<file path="src/core/cdlr_pkg.sv">
// Contract
// - Drive enable bit 0 lets both external outputs drive; clear leaves them undriven.
// - With drive enable bits 1 and 2 clear, the processor flag and gp lines are not driven.
// - On nonzero board revisions, output one source code 2 sends the processor serial transmit line to output one.
// - Output two source code 3 sends the processor gp line to output two as transmit enable.
// - On nonzero board revisions, with bit 4 of the flag source register clear, input one feeds the serial receive line.
// - Start tag source 0 produces no start tag.
// - Second tag source 0 produces no second tag.
// - On nonzero board revisions a 10 s reset button hold selects boot with watchdog off.
// - Codes: 0 low, 1 high, 2 flag/tx, 3 gp, 4/5 inputs, 6 start, 7 second, 8 up reserved.
package cdlr_pkg;
  localparam longint CLK_HZ = 100_000_000;
  localparam longint HOLD_TIME_S = 10;
  localparam longint SECOND_TIME_S = 1;
  localparam int CNT_W = 32;
  localparam logic [CNT_W-1:0] HOLD_CYCLES_DEF = CNT_W'(HOLD_TIME_S * CLK_HZ);
  localparam logic [CNT_W-1:0] SECOND_CYCLES_DEF = CNT_W'(SECOND_TIME_S * CLK_HZ);

  localparam int ADDR_W = 12;
  localparam int REV_W = 4;
  localparam logic [9:0] IDX_DRIVE = 10'h009;
  localparam logic [9:0] IDX_OUT_ONE = 10'h00A;
  localparam logic [9:0] IDX_OUT_TWO = 10'h00B;
  localparam logic [9:0] IDX_FLAG = 10'h00C;
  localparam logic [9:0] IDX_GP = 10'h00D;
  localparam logic [9:0] IDX_START = 10'h00E;
  localparam logic [9:0] IDX_SEC = 10'h00F;

  localparam int EN_EXT_BIT = 0;
  localparam int EN_FLAG_BIT = 1;
  localparam int EN_GP_BIT = 2;
  localparam int FLAG_SRC_BIT = 0;
  localparam int RX_SRC_BIT = 4;
  localparam int GP_SRC_BIT = 0;

  localparam logic [7:0] SRC_LOW = 8'h00;
  localparam logic [7:0] SRC_HIGH = 8'h01;
  localparam logic [7:0] SRC_FLAG = 8'h02;
  localparam logic [7:0] SRC_GP = 8'h03;
  localparam logic [7:0] SRC_IN_ONE = 8'h04;
  localparam logic [7:0] SRC_IN_TWO = 8'h05;
  localparam logic [7:0] SRC_START = 8'h06;
  localparam logic [7:0] SRC_SECOND = 8'h07;

  localparam logic [7:0] TAG_OFF = 8'h00;
  localparam logic [7:0] TAG_ONE_RISE = 8'h01;
  localparam logic [7:0] TAG_ONE_FALL = 8'h02;
  localparam logic [7:0] TAG_TWO_RISE = 8'h03;
  localparam logic [7:0] TAG_TWO_FALL = 8'h04;
  localparam logic [7:0] TAG_ON_WRITE = 8'h05;
  localparam logic [7:0] TAG_PERIODIC = 8'h06;

  localparam logic [7:0] RST_BYTE = 8'h00;
  localparam logic [31:0] READ_ZERO = 32'h0000_0000;

  typedef struct packed {
    logic [7:0] drive_en;
    logic [7:0] out_one_src;
    logic [7:0] out_two_src;
    logic [7:0] flag_src;
    logic [7:0] gp_src;
    logic [7:0] start_tag_source;
    logic [7:0] sec_src;
  } cdlr_cfg_type;

  typedef struct packed {
    logic in_one;
    logic in_two;
    logic rise_one;
    logic fall_one;
    logic rise_two;
    logic fall_two;
  } cdlr_inputs_type;
endpackage

</file>
<file path="src/core/cdlr_router.sv">
// The implementer's own choice: register access over APB.
`timescale 1ns/100ps
module cdlr_router
  import cdlr_pkg::*;
#(
  parameter logic [CNT_W-1:0] HOLD_CYCLES = HOLD_CYCLES_DEF,
  parameter logic [CNT_W-1:0] SECOND_CYCLES = SECOND_CYCLES_DEF
) (
  input wire logic sys_clk,
  input wire logic reset_n,
  input wire logic psel,
  input wire logic penable,
  input wire logic pwrite,
  input wire logic [ADDR_W-1:0] paddr,
  input wire logic [31:0] pwdata,
  input wire logic [3:0] pstrb,
  output logic [31:0] prdata,
  output logic pready,
  output logic pslverr,
  input wire logic external_input_one,
  input wire logic external_input_two,
  output logic external_output_one,
  output logic external_output_one_oe,
  output logic external_output_two,
  output logic external_output_two_oe,
  input wire logic processor_serial_transmit,
  input wire logic processor_gp_line_in,
  input wire logic processor_flag_alt_line_in,
  output logic processor_flag_line_out,
  output logic processor_flag_line_oe,
  output logic processor_flag_alt_line_out,
  output logic processor_flag_alt_line_oe,
  output logic processor_gp_line_out,
  output logic processor_gp_line_oe,
  output logic processor_serial_rx_line,
  output logic start_tag_pulse,
  output logic second_tag_pulse,
  input wire logic [REV_W-1:0] board_revision,
  input wire logic reset_button_n,
  output logic watchdog_disable
);

  cdlr_cfg_type cfg_q;
  cdlr_inputs_type in_s;
  logic [1:0] in_one_sync_q, in_two_sync_q, tx_sync_q, gp_sync_q, alt_sync_q, btn_sync_q;
  logic [REV_W-1:0] rev_s1_q, rev_s2_q;
  logic in_one_prev_q, in_two_prev_q;
  logic rev_ok_q, rev_loaded_q;
  logic [CNT_W-1:0] hold_cnt_q, sec_cnt_q;
  logic [31:0] prdata_q;
  logic pready_q, pslverr_q;
  logic [9:0] idx;
  logic hit, wr_en, sec_tick, flag_value, flag_src_val;

  // Bus decode: word-aligned indices only
  assign idx = paddr[ADDR_W-1:2];
  assign hit = (paddr[1:0] == 2'b00) && (idx >= IDX_DRIVE) && (idx <= IDX_SEC);
  assign wr_en = psel && penable && pready_q && pwrite && pstrb[0] && hit;

  always_ff @(posedge sys_clk) begin
    if (!reset_n) begin
      pready_q <= 1'b0;
      pslverr_q <= 1'b0;
      prdata_q <= READ_ZERO;
    end else begin
      pready_q <= psel && !penable;
      pslverr_q <= psel && !penable && !hit;
      prdata_q <= READ_ZERO;
    end
  end

  // Routing registers, write only
  always_ff @(posedge sys_clk) begin
    if (!reset_n) begin
      cfg_q <= '{default: RST_BYTE};
    end else if (wr_en) begin
      unique case (idx)
        IDX_DRIVE: cfg_q.drive_en <= pwdata[7:0];
        IDX_OUT_ONE: cfg_q.out_one_src <= pwdata[7:0];
        IDX_OUT_TWO: cfg_q.out_two_src <= pwdata[7:0];
        IDX_FLAG: cfg_q.flag_src <= pwdata[7:0];
        IDX_GP: cfg_q.gp_src <= pwdata[7:0];
        IDX_START: cfg_q.start_tag_source <= pwdata[7:0];
        IDX_SEC: cfg_q.sec_src <= pwdata[7:0];
        default: cfg_q <= cfg_q;
      endcase
    end
  end

  // Pin synchronisers, kept out of reset so they flush to the pin levels
  // Avoids a false edge and a stale board revision right after release
  always_ff @(posedge sys_clk) begin
    in_one_sync_q <= {in_one_sync_q[0], external_input_one};
    in_two_sync_q <= {in_two_sync_q[0], external_input_two};
    tx_sync_q <= {tx_sync_q[0], processor_serial_transmit};
    gp_sync_q <= {gp_sync_q[0], processor_gp_line_in};
    alt_sync_q <= {alt_sync_q[0], processor_flag_alt_line_in};
    btn_sync_q <= {btn_sync_q[0], reset_button_n};
    rev_s1_q <= board_revision;
    rev_s2_q <= rev_s1_q;
    in_one_prev_q <= in_one_sync_q[1];
    in_two_prev_q <= in_two_sync_q[1];
  end

  assign in_s.in_one = in_one_sync_q[1];
  assign in_s.in_two = in_two_sync_q[1];
  assign in_s.rise_one = in_one_sync_q[1] && !in_one_prev_q;
  assign in_s.fall_one = !in_one_sync_q[1] && in_one_prev_q;
  assign in_s.rise_two = in_two_sync_q[1] && !in_two_prev_q;
  assign in_s.fall_two = !in_two_sync_q[1] && in_two_prev_q;

  // Board revision caught once after release
  always_ff @(posedge sys_clk) begin
    if (!reset_n) begin
      rev_ok_q <= 1'b0;
      rev_loaded_q <= 1'b0;
    end else if (!rev_loaded_q) begin
      rev_ok_q <= |rev_s2_q;
      rev_loaded_q <= 1'b1;
    end
  end

  function automatic logic tag_event(input logic [7:0] code, input cdlr_inputs_type s,
                                     input logic wr_self, input logic tick);
    logic r;
    r = 1'b0;
    unique case (code)
      TAG_ONE_RISE: r = s.rise_one;
      TAG_ONE_FALL: r = s.fall_one;
      TAG_TWO_RISE: r = s.rise_two;
      TAG_TWO_FALL: r = s.fall_two;
      TAG_ON_WRITE: r = wr_self;
      TAG_PERIODIC: r = tick;
      default: r = 1'b0;
    endcase
    return r;
  endfunction

  // One-second period, phase taken from the write
  assign sec_tick = (cfg_q.sec_src == TAG_PERIODIC) && (sec_cnt_q == SECOND_CYCLES - 1'b1);

  always_ff @(posedge sys_clk) begin
    if (!reset_n) begin
      sec_cnt_q <= '0;
    end else if ((wr_en && idx == IDX_SEC) || cfg_q.sec_src != TAG_PERIODIC || sec_tick) begin
      sec_cnt_q <= '0;
    end else begin
      sec_cnt_q <= sec_cnt_q + 1'b1;
    end
  end

  // Write-triggered tags fire one clock after the setting lands
  logic start_wr_q, sec_wr_q;
  always_ff @(posedge sys_clk) begin
    if (!reset_n) begin
      start_wr_q <= 1'b0;
      sec_wr_q <= 1'b0;
      start_tag_pulse <= 1'b0;
      second_tag_pulse <= 1'b0;
    end else begin
      start_wr_q <= wr_en && (idx == IDX_START);
      sec_wr_q <= wr_en && (idx == IDX_SEC);
      start_tag_pulse <= tag_event(cfg_q.start_tag_source, in_s, start_wr_q, 1'b0);
      second_tag_pulse <= tag_event(cfg_q.sec_src, in_s, sec_wr_q, sec_tick);
    end
  end

  function automatic logic route(input logic [7:0] code, input logic flag_in,
                                 input logic gp_in, input cdlr_inputs_type s,
                                 input logic st, input logic sc);
    logic r;
    r = 1'b0;
    unique case (code)
      SRC_LOW: r = 1'b0;
      SRC_HIGH: r = 1'b1;
      SRC_FLAG: r = flag_in;
      SRC_GP: r = gp_in;
      SRC_IN_ONE: r = s.in_one;
      SRC_IN_TWO: r = s.in_two;
      SRC_START: r = st;
      SRC_SECOND: r = sc;
      default: r = 1'b0;
    endcase
    return r;
  endfunction

  // Code 2 takes the transmit line on newer boards, the alternate flag line otherwise
  assign flag_src_val = rev_ok_q ? tx_sync_q[1] : alt_sync_q[1];
  assign flag_value = cfg_q.flag_src[FLAG_SRC_BIT] ? in_s.in_two : in_s.in_one;

  // Every route is registered so unchanged routes hold steady across writes
  always_ff @(posedge sys_clk) begin
    if (!reset_n) begin
      external_output_one <= 1'b0;
      external_output_two <= 1'b0;
      external_output_one_oe <= 1'b0;
      external_output_two_oe <= 1'b0;
      processor_flag_line_out <= 1'b0;
      processor_flag_line_oe <= 1'b0;
      processor_flag_alt_line_out <= 1'b0;
      processor_flag_alt_line_oe <= 1'b0;
      processor_gp_line_out <= 1'b0;
      processor_gp_line_oe <= 1'b0;
      processor_serial_rx_line <= 1'b1;
    end else begin
      external_output_one <= route(cfg_q.out_one_src, flag_src_val, gp_sync_q[1], in_s,
                                   start_tag_pulse, second_tag_pulse);
      external_output_two <= route(cfg_q.out_two_src, flag_src_val, gp_sync_q[1], in_s,
                                   start_tag_pulse, second_tag_pulse);
      external_output_one_oe <= cfg_q.drive_en[EN_EXT_BIT];
      external_output_two_oe <= cfg_q.drive_en[EN_EXT_BIT];
      processor_flag_line_out <= flag_value;
      processor_flag_line_oe <= cfg_q.drive_en[EN_FLAG_BIT] && rev_ok_q;
      processor_flag_alt_line_out <= flag_value;
      processor_flag_alt_line_oe <= cfg_q.drive_en[EN_FLAG_BIT] && !rev_ok_q;
      processor_gp_line_out <= cfg_q.gp_src[GP_SRC_BIT] ? in_s.in_two : in_s.in_one;
      processor_gp_line_oe <= cfg_q.drive_en[EN_GP_BIT];
      if (rev_ok_q) begin
        processor_serial_rx_line <= cfg_q.flag_src[RX_SRC_BIT] ? in_s.in_two : in_s.in_one;
      end else begin
        processor_serial_rx_line <= 1'b1;
      end
    end
  end

  // Long reset button hold selects the watchdog-free boot on nonzero board revisions
  always_ff @(posedge sys_clk) begin
    if (!reset_n) begin
      hold_cnt_q <= '0;
      watchdog_disable <= 1'b0;
    end else if (btn_sync_q[1]) begin
      hold_cnt_q <= '0;
    end else if (hold_cnt_q != HOLD_CYCLES - 1'b1) begin
      hold_cnt_q <= hold_cnt_q + 1'b1;
    end else if (rev_ok_q) begin
      watchdog_disable <= 1'b1;
    end
  end

  assign prdata = prdata_q;
  assign pready = pready_q;
  assign pslverr = pslverr_q;

  logic wr_drive;
  assign wr_drive = wr_en && (idx == IDX_DRIVE);

  ext_oe_a: assert property (@(posedge sys_clk) disable iff (!reset_n)
    wr_drive |=> ##1 (external_output_one_oe == $past(pwdata[EN_EXT_BIT], 2)
                      && external_output_two_oe == external_output_one_oe))
    else $error("external drive enable does not follow register");
  flag_off_a: assert property (@(posedge sys_clk) disable iff (!reset_n)
    !cfg_q.drive_en[EN_FLAG_BIT] |=> !processor_flag_line_oe && !processor_flag_alt_line_oe)
    else $error("flag line driven while disabled");
  gp_off_a: assert property (@(posedge sys_clk) disable iff (!reset_n)
    !cfg_q.drive_en[EN_GP_BIT] |=> !processor_gp_line_oe)
    else $error("gp line driven while disabled");
  tx_route_a: assert property (@(posedge sys_clk) disable iff (!reset_n)
    (cfg_q.out_one_src == SRC_FLAG && rev_ok_q) |=> external_output_one == $past(tx_sync_q[1]))
    else $error("transmit not routed to output one");
  gp_route_a: assert property (@(posedge sys_clk) disable iff (!reset_n)
    cfg_q.out_two_src == SRC_GP |=> external_output_two == $past(gp_sync_q[1]))
    else $error("gp line not routed to output two");
  rx_route_a: assert property (@(posedge sys_clk) disable iff (!reset_n)
    (rev_ok_q && !cfg_q.flag_src[RX_SRC_BIT]) |=> processor_serial_rx_line == $past(in_s.in_one))
    else $error("input one not forwarded to serial receive");
  start_off_a: assert property (@(posedge sys_clk) disable iff (!reset_n)
    cfg_q.start_tag_source == TAG_OFF |=> !start_tag_pulse)
    else $error("start tag while disabled");
  sec_off_a: assert property (@(posedge sys_clk) disable iff (!reset_n)
    cfg_q.sec_src == TAG_OFF |=> !second_tag_pulse)
    else $error("second tag while disabled");
  hold_boot_a: assert property (@(posedge sys_clk) disable iff (!reset_n)
    $rose(watchdog_disable) |-> $past(rev_ok_q) && !$past(btn_sync_q[1])
                                && $past(hold_cnt_q) == HOLD_CYCLES - 1'b1)
    else $error("watchdog disabled without full hold");
  reserved_low_a: assert property (@(posedge sys_clk) disable iff (!reset_n)
    cfg_q.out_one_src > SRC_SECOND |=> !external_output_one)
    else $error("reserved source code not low");
  route_latency_a: assert property (@(posedge sys_clk) disable iff (!reset_n)
    (wr_en && idx == IDX_OUT_TWO && pwdata[7:0] == SRC_HIGH) |=> ##1 external_output_two)
    else $error("route write not applied in two clocks");
  two_reserved_a: assert property (@(posedge sys_clk) disable iff (!reset_n)
    cfg_q.out_two_src > SRC_SECOND |=> !external_output_two)
    else $error("reserved source code not low on output two");
  start_route_a: assert property (@(posedge sys_clk) disable iff (!reset_n)
    cfg_q.out_one_src == SRC_START |=> external_output_one == $past(start_tag_pulse))
    else $error("start tag not routed to output one");
  second_route_a: assert property (@(posedge sys_clk) disable iff (!reset_n)
    cfg_q.out_two_src == SRC_SECOND |=> external_output_two == $past(second_tag_pulse))
    else $error("second tag not routed to output two");
  old_board_wd_a: assert property (@(posedge sys_clk) disable iff (!reset_n)
    !rev_ok_q |-> !watchdog_disable)
    else $error("watchdog disabled on revision zero board");

  drive_write_c: cover property (@(posedge sys_clk) disable iff (!reset_n) wr_drive);
  start_tag_c: cover property (@(posedge sys_clk) disable iff (!reset_n) start_tag_pulse);
  second_tag_c: cover property (@(posedge sys_clk) disable iff (!reset_n) second_tag_pulse);
  boot_hold_c: cover property (@(posedge sys_clk) disable iff (!reset_n) $rose(watchdog_disable));
  periodic_tick_c: cover property (@(posedge sys_clk) disable iff (!reset_n) sec_tick);

endmodule // cdlr_router

</file>
<file path="config.mk">
export PLATFORM = sky130hd
export DESIGN_NAME = cdlr_router
export DESIGN_NICKNAME = d
export VERILOG_FILES = /design/src/core/cdlr_pkg.sv /design/src/core/cdlr_router.sv
export SDC_FILE = /design/constraint.sdc
export NUM_CORES = 1
export LEC_CHECK = 0
export BUFFER_PORTS_ARGS = -buffer_cell sky130_fd_sc_hd__buf_2
export CAP_MARGIN = 20
export CORE_MARGIN = 5
export CORE_UTILIZATION = 55
export DETAILED_ROUTE_END_ITERATION = 10
export PLACE_DENSITY = 0.81
export SYNTH_ARGS = -nofsm -noshare
export SYNTH_HDL_FRONTEND = slang
export SYNTH_SLANG_ARGS = --single-unit
</file>
<file path="constraint.sdc">
create_clock -name sys_clk -period 4.6 [get_ports sys_clk]
set_clock_uncertainty 0.15 [all_clocks]
set_input_delay 0.23 -clock sys_clk [delete_from_list [all_inputs] [get_ports sys_clk]]
set_output_delay 0.23 -clock sys_clk [all_outputs]
set_load 0.02 [all_outputs]
</file>
==> reports/metrics.yaml, run 1 <==
outcome:
  status: "complete, no violations"
placed_design:
  dpl.hpwl_um: 8560
  place_inst: 822
  gp_congestion: 0.807
  io_buffers: 51
sta:
  hold_viol_final: 0
  fin_crit_sh: 0.626
  rsz0062_at_grt: "no"
  setup_tns_ns: 0
  final-setup-viol-count: 0
  timing.fmax_mhz: 348
  tightest_slew_ns: 1.05
  maxSlewHeadroom: 0.293
  min_period_ns: 2.88
  drv_slew: 0
synthesis:
  synth_area_leaders: "dfxtp_1 (48%), mux2i_1 (5.9%), nor2_1 (4.9%)"
  ys_warn_count: 0
  syn_avg_cell_area_um2: 9.10
  syn_area_mm2: 0.00595
  ys_seq_elements: 142
  synth_top_area_frac: 0.478
  yosysSeqAreaShare: 0.478
  synth_area_leader_cell: "dfxtp_1"
  synthDistinctLibCells: 43
  syn_inst: 654
floorplanning:
  start_util: 0.556
  die_w_um: 114
  design.core.area_mm2: 0.0107
  die_area_mm2: 0.0130
  chipHeight_um: 114
  num_rows: 38
  io_pins: 111
clocking:
  cts_htree_levels: 4
  clkSlewWorstSetupHoldPaths_ns: 0.07
  cts.path.max_buffers: 2
  cts_tree: "done"
  ctsResizeCount: 0
  clk-insertion-delay-late_ns: 0.52
  cts_root_buffer: "clkbuf_8"
  cts_sinks: 142
  cts_inserted_buffers: 17
critical_path:
  path_max_fanout: 8
  end_kind: "flip-flop"
  worstSetupPathType: "flip-flop to flip-flop"
  arrival_ns: 3.20
  startpoint_type: "flip-flop"
  critPathRequiredTime_ns: 4.92
pwr:
  pwr-share-comb: 0.038
  p_leak_nw: 2.53
  ir_worst_vdd_mv: 0.354
  swShare: 0.238
  power.clock.fraction: 0.489
  power_density_mw_per_mm2: 380
  power.internal_mw: 2.02
  power_switching_mw: 0.631
  p_seq_frac: 0.473
flow_run:
  maxCapViolations: 0
layout:
  stdcell_count: 881
  drive_gt1_frac: 0.135
  num_antenna_cells: 0
  fin_nets: 793
  area_delta_synth_final_pct: 17.3
grt:
  grt_max_degree: 44
  grt_first_pass_wirelength_um: 22600
  grt_pass1_vias: 4855
  grtUsageTotal: 0.214
  grt_overflow: 0
  antenna_found_initial: 0
route:
  postRouteWirelength_um: 13700
  drt_iter0_drc: 338
  drc: 0
  avgRoutedWirePerCell_um: 15.5
  final_antenna_net_count: 0
  dr.pass1.iters: 5
  avgViaCountPerCell: 5.62
  routed-via-count: 4954
worst_hold_path:
  hold_class: "input pin to flip-flop"
power by group through the flow:
| stage | Clock, mW | Combinational, mW | Sequential, mW |
|---|---|---|---|
| global placement | 0 | 0.0789 | 1.28 |
| CTS | 1.30 | 0.0965 | 1.25 |
| floorplan | 0 | 0.0732 | 1.28 |
| detailed placement | 0 | 0.0807 | 1.28 |
| finish | 1.30 | 0.100 | 1.25 |
| global route | 1.37 | 0.108 | 1.25 |
stage by stage:
stage,hold WS [ns],cell area (um2),setup WS [ns],util,power [mW]
after floorplan,0.108,6070,2.25,-,1.35
after global placement,0.161,6150,1.91,0.575,1.36
after detailed placement,0.164,6150,1.85,0.575,1.36
after CTS,0.00223,6960,1.81,0.651,2.65
after global routing,0.0155,6980,1.54,0.653,2.73
final,0.0214,6980,1.72,0.653,2.65
what timing repair did:
action,4_1_cts,5_1_grt
buffers inserted,0,0
hold buffers,24,0
endpoints found under the hold margin,49,0
registers in the layout (all words and copies together), names as in the netlist, 4 cells and up:
register and flops:
cfg_q 38, hold_cnt_q 32, sec_cnt_q 32, rev_s1_q 4, rev_s2_q 4
cell usage in the layout, fill, tap and decap left out, types with 19 or more instances in the layout:
| cell | instances |
|---|---|
| xor2_1 | 30 |
| a21oi_1 | 19 |
| conb_1 | 32 |
| nand2_1 | 60 |
| nor2_1 | 78 |
| dfxtp_1 | 142 |
| buf_2 | 51 |
| dlygate4sd3_1 | 24 |
| nand3_1 | 40 |
| mux2i_1 | 35 |
| o21ai_0 | 21 |
| nand4_1 | 25 |
critical path: stages, from the launching register on:
cell,delay [ns]
dfxtp_1,0.43
nand4_1,0.33
nor4_1,0.99
nand4_1,0.37
or4_1,0.49
nand2_1,0.08
worst paths after layout:
kind	to	slack (ns)	from	cells after the start
setup / recovery	hold_cnt_q[29]	1.72	hold_cnt_q[2]	5
setup reg to reg	hold_cnt_q[29]	1.72	hold_cnt_q[2]	5
hold / removal	cfg_q[48]	0.02	paddr[4]	3
hold reg to reg	rev_s2_q[1]	0.18	rev_s1_q[1]	0
cell type report:
class / count / area [um2]
Fill cell: 774 / 3720
Sequential cell: 142 / 2840
Multi-Input combinational cell: 473 / 2820
Timing Repair Buffer: 79 / 523
Clock buffer: 18 / 428
Tap cell: 140 / 175
Clock inverter: 14 / 138
Inverter: 15 / 56.3
synth_stat cells:
cell type and instances:
ha_1 2, or4_1 9, mux4_2 2, and4_1 5, xnor2_1 16, xor2_1 30
and4b_1 1, nand4b_1 1, or4b_2 1, mux2_2 1, a31oi_1 3, nor3b_1 2
nand4_1 25, conb_1 1, nand2b_1 3, o21a_1 2, o22a_1 1, inv_1 15
dfxtp_1 142, nor4_1 15, or2_2 3, nor2_1 78, buf_4 34, and3_1 12
nor4_2 2, buf_1 1, clkbuf_1 17, buf_6 3, a31o_2 1, nand3_1 40
nor4b_1 8, or3_1 16, o211ai_1 3, nor3_2 2, o21ai_0 21, o311ai_0 1
a21oi_1 19, nor3_1 14, nand3b_1 1, mux2i_1 35, nand2_1 60, nor4bb_1 2
and2_1 4
cells by family (layout without fill, tap and decap cells):
group | count (synthesis) | after routing | synth area share
simple gates | 304 | 304 | 0.265
flops | 142 | 142 | 0.478
buf+inv | 70 | 126 | 0.0694
compound gates | 51 | 51 | 0.0475
xor+xnor | 46 | 46 | 0.0677
mux | 38 | 38 | 0.0683
fa+ha+maj | 2 | 2 | 0.00420
other cells | 1 | 32 | 0.000630
metal layers:
| metal | global-route usage | vias up | share of wire |
|---|---|---|---|
| li1 | - | 2375 | - |
| met1 | 0.249 | 2361 | 0.41 |
| met2 | 0.368 | 174 | 0.50 |
| met3 | 0.0573 | 44 | 0.059 |
| met4 | 0.0950 | 0 | 0.031 |
| met5 | 0 | - | 0 |
No activity file was read; power rests on OpenSTA's default activity.
==> run 2: changes to the inputs <==
CORE_UTILIZATION = 50   (was 55)
PLACE_DENSITY = 0.78   (was 0.81)
clock period = 2.6 ns   (was 4.6 ns; I/O delays follow)
==> reports/metrics.yaml, run 2 (synthesized netlist as in run 1, its figures left out) <==
critical_path:
  end_kind: "flip-flop"  # unchanged
  arrival_ns: 2.69  # was 3.20 ns
  worstSetupPathType: "flip-flop to flip-flop"  # unchanged
  path_max_fanout: 26  # was 8
  critPathRequiredTime_ns: 2.79  # was 4.92 ns
  startpoint_type: "flip-flop"  # unchanged
grt:
  grt_max_degree: 44  # unchanged
  grt_pass1_vias: 4905  # was 4,855
  grtUsageTotal: 0.194  # was 0.214
  grt_overflow: 0  # unchanged
  antenna_found_initial: 0  # unchanged
  grt_first_pass_wirelength_um: 22700  # was 22,600 um
sta:
  final-setup-viol-count: 0  # unchanged
  hold_viol_final: 0  # unchanged
  timing.fmax_mhz: 400  # was 348 MHz
  layout_setup_ws_ns: 0.0998  # was 1.72 ns
  min_period_ns: 2.50  # was 2.88 ns
  tightest_slew_ns: 0.634  # was 1.05 ns
  maxSlewHeadroom: 0.574  # was 0.293
  drv_slew: 0  # unchanged
  fin_crit_sh: 0.962  # was 0.626
  rsz0062_at_grt: "no"  # unchanged
  setup_tns_ns: 0  # unchanged
layout:
  final_common_cell: "dfxtp_1"  # unchanged
  reg_top3: "cfg_q x38, hold_cnt_q x32, sec_cnt_q x32"  # unchanged
  final_cell_mix: "dfxtp_1 (142), nor2_1 (78), nand2_1 (60)"  # unchanged
  fin_nets: 802  # was 793
  largest_reg_flops: 38  # unchanged
  largest_register: "cfg_q"  # unchanged
  drive_gt1_frac: 0.147  # was 0.135
  num_antenna_cells: 0  # unchanged
  area_delta_synth_final_pct: 20.3  # was 17.3%
  stdcell_count: 893  # was 881
flow_run:
  maxCapViolations: 0  # unchanged
floorplanning:
  start_util: 0.515  # was 0.556
  die_w_um: 119  # was 114 um
  chipHeight_um: 119  # was 114 um
  num_rows: 39  # was 38
  die_area_mm2: 0.0142  # was 0.0130 mm2
  design.core.area_mm2: 0.0116  # was 0.0107 mm2
  io_pins: 111  # unchanged
route:
  routed-via-count: 4919  # was 4,954
  final_antenna_net_count: 0  # unchanged
  dr.pass1.iters: 5  # unchanged
  postRouteWirelength_um: 13500  # was 13,700 um
  drt_iter0_drc: 284  # was 338
  avgRoutedWirePerCell_um: 15.2  # was 15.5 um
  drc: 0  # unchanged
  avgViaCountPerCell: 5.51  # was 5.62
clocking:
  cts_root_buffer: "clkbuf_16"  # was clkbuf_8
  cts.path.max_buffers: 2  # unchanged
  cts_htree_levels: 4  # unchanged
  clkSlewWorstSetupHoldPaths_ns: 0.06  # was 0.07 ns
  cts_inserted_buffers: 17  # unchanged
  clk-insertion-delay-late_ns: 0.41  # was 0.52 ns
  cts_tree: "done"  # unchanged
  cts_sinks: 142  # unchanged
  postCtsSetupRepairBufs: 0  # unchanged
placed_design:
  gp_congestion: 0.872  # was 0.807
  dp_worst_setup_slack_ns: 0.126  # was 1.85 ns
  place_inst: 838  # was 822
  io_buffers: 51  # unchanged
  dpl.hpwl_um: 8700  # was 8560 um
pwr:
  power_density_mw_per_mm2: 706  # was 380 mW/mm2
  power_mw: 5.05  # was 2.65 mW
  ir_worst_vdd_mv: 0.792  # was 0.354 mV
  p_leak_nw: 2.63  # was 2.53 nW
worst_hold_path:
  hold_class: "input pin to flip-flop"  # unchanged
outcome:
  status: "complete, no violations"  # unchanged
## run 2: metrics by stage
stage	utilization	instance area, um2	hold slack (ns)
after floorplan	-	6070	0.00772
after global placement	0.542	6270	0.0821
after detailed placement	0.542	6270	0.0836
after CTS	0.618	7150	0.00602
after global routing	0.619	7160	0.0469
final	0.619	7160	0.0177
## run 2: power breakdown
| group | leakage [nW] | switching (mW) | internal (mW) |
|---|---|---|---|
| clock network | 0.314 | 0.925 | 1.74 |
| registers | 1.15 | 0.0149 | 2.20 |
| logic | 1.17 | 0.114 | 0.0644 |
## run 2: critical path, stage by stage, from the launching register on
cell and delay (ns):
dfxtp_1 0.31, or4_1 0.52, or3_4 0.36, or3_1 0.38
or3_1 0.40, buf_12 0.18, nor2_1 0.13
## run 2: repair_timing
action	CTS	global route
endpoints found under the setup margin	0	3
hold buffers	23	0
hold endpoints to repair	45	0
gates resized for setup	0	1
## run 2: cell type report
class	instances	area [um2]
clock buffers	19	443
flip-flops and latches	142	2840
repair buffers	88	603
inverters	15	56.3
fillers	895	4410
well taps	143	179
multi-input cells	473	2820
clock inverters	13	210
## run 2: final timing paths
| path | slack [ns] | start | to | cells past startpoint |
|---|---|---|---|---|
| setup / recovery | 0.1 | cfg_q[3] | sec_cnt_q[16] | 6 |
| hold / removal | 0.02 | paddr[10] | pslverr | 3 |
| setup reg to reg | 0.1 | cfg_q[3] | sec_cnt_q[16] | 6 |
| hold reg to reg | 0.18 | in_two_sync_q[0] | in_two_sync_q[1] | 0 |
## run 2: metal layers
metal  global-route usage  part of all wire  up-vias
li1                     -                 -     2405
met1                0.216              0.41     2337
met2                0.353              0.52      148
met3               0.0488             0.049       29
met4               0.0753             0.020        0
met5                    0                 0        -
